--- config.mk ---
export PLATFORM = sky130hd
export DESIGN_NAME = esf_codec
export DESIGN_NICKNAME = d
export VERILOG_FILES = /design/src/shared/esf_pkg.sv /design/src/shared/esf_side_if.sv /design/src/esf_codec.sv /design/src/esf_rx_encode.sv /design/src/esf_tx_decode.sv
export VERILOG_INCLUDE_DIRS = /design/src /design/src/shared
export SDC_FILE = /design/constraint.sdc
export NUM_CORES = 1
export LEC_CHECK = 0
export BUFFER_PORTS_ARGS = -buffer_cell sky130_fd_sc_hd__buf_4
export CORE_AREA = 3 3 420 422
export DETAILED_ROUTE_END_ITERATION = 8
export DIE_AREA = 0 0 423 425
export GPL_TIMING_DRIVEN = 0
export PLACE_DENSITY = 0.35
export SETUP_SLACK_MARGIN = 0.05
export SYNTH_ARGS = -nofsm -noshare
export SYNTH_HDL_FRONTEND = slang
export SYNTH_SLANG_ARGS = --single-unit
--- constraint.sdc ---
create_clock -name hclk -period 2.1 [get_ports hclk]
set_input_delay 0 -clock hclk [delete_from_list [all_inputs] [get_ports hclk]]
set_output_delay 0 -clock hclk [all_outputs]
set_load 0.03 [all_outputs]
--- src/shared/esf_regs.svh ---
// Register offsets, field positions and reset values of the sideband flag codec
`ifndef ESF_REGS_SVH
`define ESF_REGS_SVH
`define ESF_OFS_CTRL 12'h000
`define ESF_OFS_STATUS 12'h004
`define ESF_OFS_MASK 12'h008
`define ESF_OFS_TXTAG 12'h00c
`define ESF_OFS_TXSEEN 12'h010
`define ESF_OFS_RXSEEN 12'h014
`define ESF_CTRL_RST 32'h0000_0000
`define ESF_MASK_RST 32'h0000_0000
`define ESF_FLD_LO 261
`define ESF_FLD_HI 290
`define ESF_BIT_UPDATE 4
`define ESF_BIT_PEER 5
`define ESF_BIT_UDP 6
`define ESF_OFF_LO 7
`define ESF_OFF_HI 14
`define ESF_BIT_TIME 15
`define ESF_BIT_CORR 16
`define ESF_BIT_EVENT 17
`define ESF_BIT_ERR 18
`define ESF_BIT_CRC 19
`define ESF_BIT_CRCINV 20
`define ESF_BIT_CRCOVF 21
`define ESF_BIT_CLSA 22
`define ESF_BIT_CLSB 23
`define ESF_MIN_OFFSET 8'h10
`define ESF_ST_TXDONE 0
`define ESF_ST_RXERR 1
`define ESF_ST_TXBAD 2
`define ESF_ST_RXDONE 3
`endif

--- src/shared/esf_pkg.sv ---
// Types shared by the sideband flag codec
package esf_pkg;
   typedef struct packed {
      logic [5:0] unused;
      logic class_b;
      logic class_a;
      logic crc_ovf;
      logic crc_inv;
      logic crc;
      logic error;
      logic event_frame;
      logic corr_upd;
      logic time_upd;
      logic [7:0] offset;
      logic udp_fix;
      logic peer_delay;
      logic upd_en;
      logic [3:0] tag;
   } esf_txflags_t;
   typedef struct packed {
      logic [15:0] unused;
      logic [4:0] order;
      logic [7:0] err_type;
      logic error;
   } esf_rxflags_t;
   typedef enum logic [1:0] {ESF_IDLE = 2'b00, ESF_FIRST = 2'b01, ESF_BODY = 2'b10} esf_pkt_t;
endpackage : esf_pkg

--- src/shared/esf_side_if.sv ---
// Decoded transmit sideband controls passed from the decoder to the top
`timescale 1ns/100ps
interface esf_side_if;
   logic word_ok;
   logic upd_en;
   logic peer_delay;
   logic udp_fix;
   logic time_upd;
   logic corr_upd;
   logic [7:0] offset;
   logic [3:0] tag;
   logic bad;
   modport src (output word_ok, upd_en, peer_delay, udp_fix, time_upd, corr_upd, offset, tag, bad);
   modport dst (input word_ok, upd_en, peer_delay, udp_fix, time_upd, corr_upd, offset, tag, bad);
endinterface : esf_side_if

--- src/esf_codec.sv ---
// Ethernet sideband flag codec: transmit decode, receive encode, AHB-Lite registers
`timescale 1ns/100ps
`include "esf_regs.svh"
module esf_codec
   import esf_pkg::*;
#(
   parameter int DATA_W = 293
)
(
   input wire logic hclk,
   input wire logic hresetn,
   input wire logic hsel,
   input wire logic [11:0] haddr,
   input wire logic [1:0] htrans,
   input wire logic hwrite,
   input wire logic [2:0] hsize,
   input wire logic [31:0] hwdata,
   input wire logic hready,
   output logic hreadyout,
   output logic hresp,
   output logic [31:0] hrdata,
   output logic irq,
   input wire logic tx_valid,
   input wire logic tx_sop,
   input wire logic tx_eop,
   input wire logic [DATA_W-1:0] tx_data,
   output logic tx_ready,
   input wire logic tx_sent,
   output logic [3:0] tx_status_tag,
   output logic tx_status_valid,
   output logic [63:0] tx_timestamp,
   output logic tx_upd_en,
   output logic tx_peer_delay,
   output logic tx_udp_fix,
   output logic tx_time_upd,
   output logic tx_corr_upd,
   output logic [7:0] tx_offset,
   output logic [6:0] tx_marks,
   input wire logic rx_in_valid,
   input wire logic rx_in_sop,
   input wire logic rx_in_eop,
   input wire logic [255:0] rx_in_data,
   input wire logic [29:0] rx_in_timestamp,
   input wire logic rx_in_error,
   input wire logic [7:0] rx_in_err_type,
   input wire logic [4:0] rx_in_order,
   input wire logic rx_ready,
   output logic rx_valid,
   output logic rx_sop,
   output logic rx_eop,
   output logic [DATA_W-1:0] rx_data
);
   // Field slice below needs bits up to 290
   if (DATA_W < 291)
   begin : g_width_check
      $error("DATA_W must cover the sideband field");
   end

   esf_side_if side ();
   logic [29:0] tx_field;
   logic [29:0] rx_field;
   logic [31:0] ctrl_r;
   logic [31:0] status_r;
   logic [31:0] status_nxt;
   logic [31:0] mask_r;
   logic [3:0] held_tag_r;
   logic tag_pend_r;
   logic [15:0] tx_seen_r;
   logic [15:0] rx_seen_r;
   esf_pkt_t tx_state_r;
   esf_pkt_t tx_state_nxt;
   logic [63:0] ts_first_r;
   logic wr_pend_r;
   logic [11:0] addr_r;
   logic [3:0] ev;
   logic [31:0] rd_mux;
   logic tx_go;
   logic rx_go;

   assign tx_field = tx_data[`ESF_FLD_HI:`ESF_FLD_LO];
   assign tx_go = tx_valid && tx_ready;

   esf_tx_decode u_dec (
      .valid(tx_go),
      .sop(tx_sop),
      .field(tx_field),
      .side(side)
   );

   esf_rx_encode u_enc (
      .sop(rx_in_sop),
      .timestamp(rx_in_timestamp),
      .error(rx_in_error),
      .err_type(rx_in_err_type),
      .order(rx_in_order),
      .field(rx_field)
   );

   // Bit 0 of control pauses transmit intake
   // No receive buffer: a word offered while the output is held is lost
   assign tx_ready = !ctrl_r[0];
   assign rx_go = rx_in_valid && (rx_ready || !rx_valid);

   // Packet position, read back in the tag register
   always_comb
   begin
      tx_state_nxt = tx_state_r;
      unique case (tx_state_r)
         ESF_IDLE:
         begin
            if (tx_go && !tx_eop)
               tx_state_nxt = tx_sop ? ESF_FIRST : ESF_BODY;
         end
         ESF_FIRST, ESF_BODY:
         begin
            if (tx_go)
               tx_state_nxt = tx_eop ? ESF_IDLE : (tx_sop ? ESF_FIRST : ESF_BODY);
         end
         default: tx_state_nxt = ESF_IDLE;
      endcase
   end

   always_ff @(posedge hclk or negedge hresetn)
   begin
      if (!hresetn)
         tx_state_r <= ESF_IDLE;
      else
         tx_state_r <= tx_state_nxt;
   end

   // Timestamp of first word kept for the time update
   // Upper 34 bits stay zero; the fabric supplies only 30
   always_ff @(posedge hclk or negedge hresetn)
   begin
      if (!hresetn)
         ts_first_r <= 64'h0;
      else if (tx_go && tx_sop)
         ts_first_r <= {34'h0, tx_field};
   end
   assign tx_timestamp = ts_first_r;

   // Update controls registered for the downstream editor
   always_ff @(posedge hclk or negedge hresetn)
   begin
      if (!hresetn)
      begin
         tx_upd_en <= 1'b0;
         tx_peer_delay <= 1'b0;
         tx_udp_fix <= 1'b0;
         tx_time_upd <= 1'b0;
         tx_corr_upd <= 1'b0;
         tx_offset <= 8'h00;
         tx_marks <= 7'h00;
      end
      else if (tx_go && !tx_sop)
      begin
         tx_upd_en <= side.upd_en;
         tx_peer_delay <= side.peer_delay;
         tx_udp_fix <= side.udp_fix;
         tx_time_upd <= side.time_upd;
         tx_corr_upd <= side.corr_upd;
         tx_offset <= side.offset;
         tx_marks <= tx_field[`ESF_BIT_CLSB:`ESF_BIT_EVENT];
      end
   end

   // Tag held from an event frame until the frame is reported sent
   always_ff @(posedge hclk or negedge hresetn)
   begin
      if (!hresetn)
      begin
         held_tag_r <= 4'h0;
         tag_pend_r <= 1'b0;
      end
      else if (side.word_ok)
      begin
         held_tag_r <= side.tag;
         tag_pend_r <= 1'b1;
      end
      else if (tx_sent)
         tag_pend_r <= 1'b0;
   end

   // Report only frames whose tag is still pending

   always_ff @(posedge hclk or negedge hresetn)
   begin
      if (!hresetn)
      begin
         tx_status_tag <= 4'h0;
         tx_status_valid <= 1'b0;
      end
      else
      begin
         tx_status_valid <= tx_sent && tag_pend_r;
         if (tx_sent && tag_pend_r)
            tx_status_tag <= held_tag_r;
      end
   end

   // Receive output word
   always_ff @(posedge hclk or negedge hresetn)
   begin
      if (!hresetn)
      begin
         rx_valid <= 1'b0;
         rx_sop <= 1'b0;
         rx_eop <= 1'b0;
         rx_data <= '0;
      end
      else if (rx_go)
      begin
         rx_valid <= 1'b1;
         rx_sop <= rx_in_sop;
         rx_eop <= rx_in_eop;
         rx_data <= DATA_W'({rx_field, 5'h00, rx_in_data});
      end
      else if (rx_ready)
         rx_valid <= 1'b0;
   end

   // Event counters
   // Counters wrap; software takes differences
   always_ff @(posedge hclk or negedge hresetn)
   begin
      if (!hresetn)
      begin
         tx_seen_r <= 16'h0;
         rx_seen_r <= 16'h0;
      end
      else
      begin
         if (tx_go && tx_eop)
            tx_seen_r <= tx_seen_r + 16'h1;
         if (rx_go && rx_in_eop)
            rx_seen_r <= rx_seen_r + 16'h1;
      end
   end

   // Interrupt events
   always_comb
   begin
      ev = 4'h0;
      ev[`ESF_ST_TXDONE] = tx_sent && tag_pend_r;
      ev[`ESF_ST_RXERR] = rx_go && !rx_in_sop && rx_in_error;
      ev[`ESF_ST_TXBAD] = side.bad;
      ev[`ESF_ST_RXDONE] = rx_go && rx_in_eop;
   end

   // AHB-Lite slave, zero wait states
   always_ff @(posedge hclk or negedge hresetn)
   begin
      if (!hresetn)
      begin
         wr_pend_r <= 1'b0;
         addr_r <= 12'h000;
      end
      else if (hready)
      begin
         wr_pend_r <= hsel && htrans[1] && hwrite;
         addr_r <= haddr;
      end
   end

   // Every register answers at once, so no wait states
   assign hreadyout = 1'b1;
   // Nothing is refused; unmapped reads give zero
   assign hresp = 1'b0;

   always_ff @(posedge hclk or negedge hresetn)
   begin
      if (!hresetn)
      begin
         ctrl_r <= `ESF_CTRL_RST;
         mask_r <= `ESF_MASK_RST;
      end
      else if (wr_pend_r)
      begin
         if (addr_r == `ESF_OFS_CTRL)
            ctrl_r <= {31'h0, hwdata[0]};
         if (addr_r == `ESF_OFS_MASK)
            mask_r <= {28'h0, hwdata[3:0]};
      end
   end

   // Set wins over the write-one clear
   always_comb
   begin
      status_nxt = status_r;
      if (wr_pend_r && addr_r == `ESF_OFS_STATUS)
         status_nxt = status_r & ~hwdata;
      status_nxt = status_nxt | {28'h0, ev};
   end

   always_ff @(posedge hclk or negedge hresetn)
   begin
      if (!hresetn)
         status_r <= 32'h0;
      else
         status_r <= status_nxt;
   end

   // Level output; stays high until software clears or masks
   assign irq = |(status_r & mask_r);

   // Decode on the address phase; status shows this cycle's events too
   always_comb
   begin
      case (haddr)
         `ESF_OFS_CTRL: rd_mux = ctrl_r;
         `ESF_OFS_STATUS: rd_mux = status_nxt;
         `ESF_OFS_MASK: rd_mux = mask_r;
         `ESF_OFS_TXTAG: rd_mux = {25'h0, tx_state_r, tag_pend_r, held_tag_r};
         `ESF_OFS_TXSEEN: rd_mux = {16'h0, tx_seen_r};
         `ESF_OFS_RXSEEN: rd_mux = {16'h0, rx_seen_r};
         default: rd_mux = 32'h0;
      endcase
   end

   // Read data registered at the address phase so it stands in the data phase
   always_ff @(posedge hclk or negedge hresetn)
   begin
      if (!hresetn)
         hrdata <= 32'h0;
      else if (hready && hsel && htrans[1] && !hwrite)
         hrdata <= rd_mux;
   end
endmodule : esf_codec

--- src/esf_rx_encode.sv ---
// Builds the receive sideband field
`timescale 1ns/100ps
module esf_rx_encode
   import esf_pkg::*;
(
   input wire logic sop,
   input wire logic [29:0] timestamp,
   input wire logic error,
   input wire logic [7:0] err_type,
   input wire logic [4:0] order,
   output logic [29:0] field
);
   esf_rxflags_t f;
   always_comb
   begin
      f.error = error;
      f.err_type = err_type;
      f.order = order;
      f.unused = 16'h0000;
      field = sop ? timestamp : 30'(f);
   end
endmodule : esf_rx_encode

--- src/esf_tx_decode.sv ---
// Combinational decoder of a transmit sideband flag word
`timescale 1ns/100ps
`include "esf_regs.svh"
module esf_tx_decode
   import esf_pkg::*;
(
   input wire logic valid,
   input wire logic sop,
   input wire logic [29:0] field,
   esf_side_if.src side
);
   esf_txflags_t f;
   logic act;
   assign f = esf_txflags_t'(field);
   // Vector only counts on a non-first word of an event frame
   assign act = valid && !sop && f.event_frame;
   assign side.word_ok = act;
   assign side.tag = act ? f.tag : 4'h0;
   // Higher bits ignored unless update enabled
   assign side.upd_en = act && f.upd_en;
   assign side.peer_delay = side.upd_en && f.peer_delay;
   assign side.udp_fix = side.upd_en && f.udp_fix;
   assign side.time_upd = side.upd_en && f.time_upd;
   assign side.corr_upd = side.upd_en && f.corr_upd;
   assign side.offset = side.upd_en ? f.offset : 8'h00;
   // Flag illegal combinations the far side must avoid
   assign side.bad = valid && !sop && ((f.unused != 6'h00) ||
      (side.upd_en && (f.time_upd || f.corr_upd) && f.offset < `ESF_MIN_OFFSET) ||
      (side.time_upd && (f.peer_delay || f.udp_fix)) || (side.corr_upd && f.peer_delay));
endmodule : esf_tx_decode

# --- Word level (Yosys, flattened, before mapping) ---
# Index checks and enable logic that the tools add are counted.
classes:
  n_reduce_logical: 50
  eq_ne: 11
  n_shift: 0
  div_mod_pow: 0
  bitwise: 4
  addsub: 2
  order_cmp: 1
  n_mul: 0
  muxes: 13
ops:
  columns: ["cell", "n"]
  rows:
  - ["32-bit case mux with 6 select lines", 1]
  - ["12-bit by 4-bit equality test with 1-bit output (second input constant)", 3]
  - ["16-bit by 1-bit adder with 16-bit output (second input constant)", 2]
  - ["32-bit AND", 1]
  - ["32-bit by 4-bit AND with 32-bit output", 1]
  - ["32-bit 2-to-1 mux", 1]
  - ["32-bit inverter", 1]
  - ["32-bit by 4-bit bitwise OR with 32-bit output", 1]
  - ["32-bit OR reduction", 1]
  - ["30-bit 2-to-1 mux", 1]
  - ["1-bit logical AND", 27]
  - ["12-bit by 3-bit equality test with 1-bit output (second input constant)", 2]
  - ["12-bit by 5-bit equality test with 1-bit output (second input constant)", 2]
  - ["12-bit logical NOT", 2]
  - ["8-bit by 5-bit less-than comparator with 1-bit output (second input constant)", 1]
  - ["2-bit 2-to-1 mux", 4]
  - ["8-bit 2-to-1 mux", 1]
  - ["1-bit logical NOT", 6]
  - ["1-bit logical OR", 6]
  - ["2-bit AND reduction", 3]
  - ["6-bit nonzero test", 1]
  - ["1-bit 2-to-1 mux", 4]
  - ["2-bit != test (second input constant)", 2]
  - ["2-bit case mux with 2 select lines", 1]
  - ["other kinds (5)", 6]
totals:
  memories: 0
  input_bits: 655
  ramBits: 0
  latch_bits: 0
  romBits: 0
  register_bits: 465

# --- Logic depth before layout (Yosys ltp) ---
depth:
  word_depth: 13
  ltp_mapped: 7

# --- By module ---
# Synthesis repeated with hierarchy kept, for this count alone.
unflattened:
  hier_cells: 1876
  hier_area_um2: 18868.1
modules_own_cells:
  columns: ["mod", "area_each_um2", "instances", "cells_each"]
  rows:
  - ["esf_codec", 18352.6, 1, 1815]
  - ["esf_rx_encode", 337.8, 1, 33]
  - ["esf_tx_decode", 177.7, 1, 28]

# --- Worst setup path after synthesis ---
# OpenSTA, ideal clock, no wires.
synth_path:
  kind: "register to register"
  startpoint: "register addr_r[9]"
  endpoint: "register ctrl_r[0]"
  setup_time_ns: 0.125
  path_stages_with_launch: 5
  t_arrival_ns: 1.787
  path_slack_ns: 0.189
  n_path_buf: 0
  required_ns: 1.975
  period_less_slack_ns: 1.911
  path_cell_list: "dfrtp_1 -> or4_4 -> or3_4 -> nor3_1 -> mux2_2"
synth_between:
  elab_chain_len: 2
synth_lines:
  columns: ["element", "line_no", "text"]
  rows:
  - ["from (decl)", "esf_codec.sv:74", "logic [11:0] addr_r;"]
  - ["from (signal assigned)", "esf_codec.sv:261", "addr_r <= haddr;"]
  - ["12-bit logical NOT (no source line)", null, null]
  - ["2-bit AND reduction (no source line)", null, null]
  - ["to (signal assigned)", "esf_codec.sv:274", "ctrl_r <= `ESF_CTRL_RST;"]
  - ["to (signal assigned)", "esf_codec.sv:280", "ctrl_r <= {31'h0, hwdata[0]};"]
  - ["to (decl)", "esf_codec.sv:62", "logic [31:0] ctrl_r;"]
# Every way passes these cells.
# A chain may end at the register's enable or synchronous reset.

# --- Worst setup path after layout ---
layout_path:
  startpoint: "register addr_r[8]"
  endpoint: "register hrdata[2]"
layout_between:
  elab_chain_len: 5
layout_lines:
  columns: ["element", "line_no", "text"]
  rows:
  - ["12-bit by 3-bit equality test with 1-bit output (no source line)", null, null]
  - ["1-bit logical AND (no source line)", null, null]
  - ["32-bit 2-to-1 mux", "esf_codec.sv:290", "if (wr_pend_r && addr_r == `ESF_OFS_STATUS)"]
  - ["32-bit by 4-bit bitwise OR with 32-bit output", "esf_codec.sv:292", "status_nxt = status_nxt | {28'h0, ev};"]
  - ["net status_nxt[2]", "esf_codec.sv:64", "logic [31:0] status_nxt;"]
  - ["32-bit case mux with 6 select lines", "esf_codec.sv:309", "case (haddr)"]
  - ["to (signal assigned)", "esf_codec.sv:326", "hrdata <= rd_mux;"]
  - ["to (decl)", "esf_codec.sv:21", "output logic [31:0] hrdata,"]
# The timed path passes the listed nets, and every way through them passes these cells.

==> results.toml <==
[drt]
drt_drc_violations_left = 0
ant_nets = 0
wl_per_cell_um = 17.65
via_count = 18040
drt_iter0_drc = 777
wl_um = 99230
dr.pass1.iters = 5
post_drt_via_cell_ratio = 3.210

[final_layout]
nets = 3899
instances_no_fill = 5621
multi_input_area_sq_um = 6541
regArea_sq_um = 11640
fillers = 19310
syn_to_final_growth_pct = 92.81
fin_area_sq_um = 35460
drive_gt1_share_pct = 33.82

[floorplanning]
start_util_pct = 10.60
ios = 1076
die-area_sq_um = 179800
die_height_um = 425
fp.coreArea_sq_um = 173400
num_rows = 153
die_w_um = 423

[flow_run]
maxCapViolCount = 0

[timing]
tightestPinTransition_ps = 990.8
fin_ws_ps = -99.35
fmax_mhz = 454.7
holdWs_ps = 88.68
setup-violations-final = 1
period_needed_ps = 2199
slew_headroom_pct = 33.95
slew_viol_final = 0
period_share_pct = 104.7
hold_viol_final = 0
finClkSkew_ps = 24.69
rsz0062_at_grt = "yes"

[grt]
gr-total-overflow = 0
grt_pass1_wl_um = 138100
met1_usage_pct = 13.07
top_usage_layer = "met2"
grt_util_met2_pct = 17.20
grt_use_met3_pct = 3.303
track_usage_pct = 10.67
grt_max_degree = 103
grt_pass1_vias = 19010
antenna_found_initial = 17

[placement]
dp_slack_ps = -1726
placedCellCount = 4962
port_buffers = 763
place_hpwl_um = 76310
gp_congestion = 0.8148
placed_area_sq_um = 27330

[critical_path]
cp_top_family = "simple AND/OR/NAND/NOR gates"
crit_path_max_incr_delay_ps = 580
arrival_ps = 2750
regToRegSetupSlack_ps = -100
critical_path_class = "reg2reg"
cp-start-kind = "flop"
rr_worst_depth = 5
end_kind = "flop"
worstPathRequired_ps = 2650
rr_endpoint = "hrdata[2]"
timing.critical_path.buf_inv = 0
cp_max_fo = 3
cp_cell_sequence = "or4_4, nor4_4, o221ai_4, a21o_1, a22o_1"
cp-startpoint = "addr_r[8]"
worstReg2RegStart = "addr_r[8]"
cp_slowest_cell = "or4_4"

[clock_tree]
tritoncts = "built"
insertion_delay_ps = 670
clkTransAtPathRegs_ps = 60
numCtsBuffers = 68
cts.path.max_buffers = 3
root_buffer = "clkbuf_16"
cts_htree_levels = 3
clock_sinks = 465

[yosys]
synth_cell_types = 52
synth_seq_cells = 465
syn_avg_cell_area_sq_um = 10.06
synth_cells = 1828
synth_edf_count = 0
ys.flop_type = "dfrtp_1"
synth_area_sq_um = 18390
yosysWarningCount = 0
ys_seq_area_share_pct = 63.28
async_reset_ff_share_pct = 100.0

[power]
ir_drop_uv = 522.3
p_leak_nw = 17.31
powerDensity_nw_per_um2 = 841.7

[hold_path]
whs_path_depth = 3
hp-class = "in2reg"
min-delay-start = "hwdata[26]"
holdPathEnd = "status_r[26]"

[run_status]
outcome = "finished, violations left"
violations = "negative setup slack"
worst reg2reg max path: stages, from the launching register on:
cell,delay [ps]
dfrtp_1,370
or4_4,580
nor4_4,470
o221ai_4,230
a21o_1,260
a22o_1,170
cells by family (layout without fill, tap and decap cells):
kind of cell               after synthesis  in the layout  synth area share (%)
muxes                                   78             78                 4.722
adders and majority gates                4              4                0.2722
xor gates and xnor gates                30             30                 1.429
other                                    2             51               0.04084
buffers and inverters                  145           1564                 3.892
and+or+nand+nor                        980            980                 21.36
AOI/OAI and AO/OA                      124            124                 5.001
DFF                                    465            465                 63.28
metal layers:
layer | part of all wire, % | vias to the layer above | wire (um)
met2 | 47 | 520 | 46990
met4 | 4.2 | 6 | 4169
met3 | 6.3 | 129 | 6267
met5 | 0.032 | - | 32
li1 | - | 8643 | -
met1 | 42 | 8744 | 41770
synthesized netlist by cell type, drive strengths merged, types with 8 or more instances:
cell,n,area [sq um]
a21boi,29,217.7
mux2i,20,200.2
nand4,11,68.82
xnor2,25,219.0
nand3,28,140.1
and3,8,50.05
a22o,30,262.8
buf,54,374.1
nand2,883,3322
clkbuf,79,296.5
mux2,58,668.1
nor2,13,56.30
dfrtp,465,11640
o211ai,10,75.07
a22oi,16,120.1
o21ai,21,105.1
inv,12,45.04
state kept, by name, indices dropped and copies added, names as in the netlist, 2 cells and up:
signal and cells:
tx_seen_r 16, tx_state_r 2, mask_r 4, rx_data 286, tx_status_tag 4, tx_timestamp 30
held_tag_r 4, status_r 32, tx_marks 7, rx_seen_r 16, hrdata 32, tx_offset 8
addr_r 12
cell type report:
class	instances	share of cell area [%]
sequential	465	32.82
timing repair buffer	1304	31.86
multi-input combinational	1259	18.45
tap	2325	8.205
clock buffer	98	5.664
buffer	130	2.199
clock inverter	20	0.6246
inverter	12	0.1270
antenna	8	0.05646
timing repair:
action,CTS,global route
pin swaps,21,30
endpoints found under the setup margin,388,317
buffers inserted,10,14
hold endpoints to repair,775,0
hold buffers,511,0
gates resized for setup,118,84
cloned,3,1
per-stage QoR:
step	setup TNS [ps]	utilization, %	total power, mW
detailed placement	-315130	15.76	17.52
CTS	-550.2	20.27	30.63
global placement	-2552920	15.67	17.48
finish	-99.35	20.44	29.84
global route	-736.8	20.44	31.46
floorplan	0	-	13.97
how the worst max path moves through the flow:
stage / to / slack, ps / cells after the start
after global placement: rx_data[183] / -5000 / 1
final: hrdata[2] / -100 / 5
after global routing: hrdata[2] / -210 / 5
after detailed placement: rx_data[131] / -1730 / 7
after CTS: hrdata[2] / -180 / 5
after floorplan: ctrl_r[0] / 190 / 4
cell usage in the layout, fill, tap and decap left out, types with 5 or more instances in the layout:
master	n
buf_16	6
xnor2_1	25
and4_1	6
xor2_1	5
clkbuf_1	36
buf_2	7
a21boi_2	12
conb_1	43
o211ai_1	10
clkbuf_8	13
dfrtp_1	465
clkbuf_4	10
a22oi_1	15
buf_6	5
diode_2	8
buf_4	818
mux2_2	54
nand4_1	11
mux2i_1	20
nand2_1	879
inv_1	12
buf_12	6
clkbuf_16	72
clkbuf_2	45
and3_1	8
nor2_1	12
dlygate4sd3_1	511
o21ai_0	17
nand3_1	28
a21boi_4	15
a22o_1	30
clkinv_2	8
nand2b_1	5
where the power goes:
group	switching [mW]	leakage [nW]	total (mW)	internal (mW)
combinational	4.36	10.4	7.37	3.01
sequential	0.748	5.83	10.8	10.0
clock	4.71	1.09	11.7	7.01
total	9.82	17.3	29.8	20.0
Power figures use the tool's default switching activity.
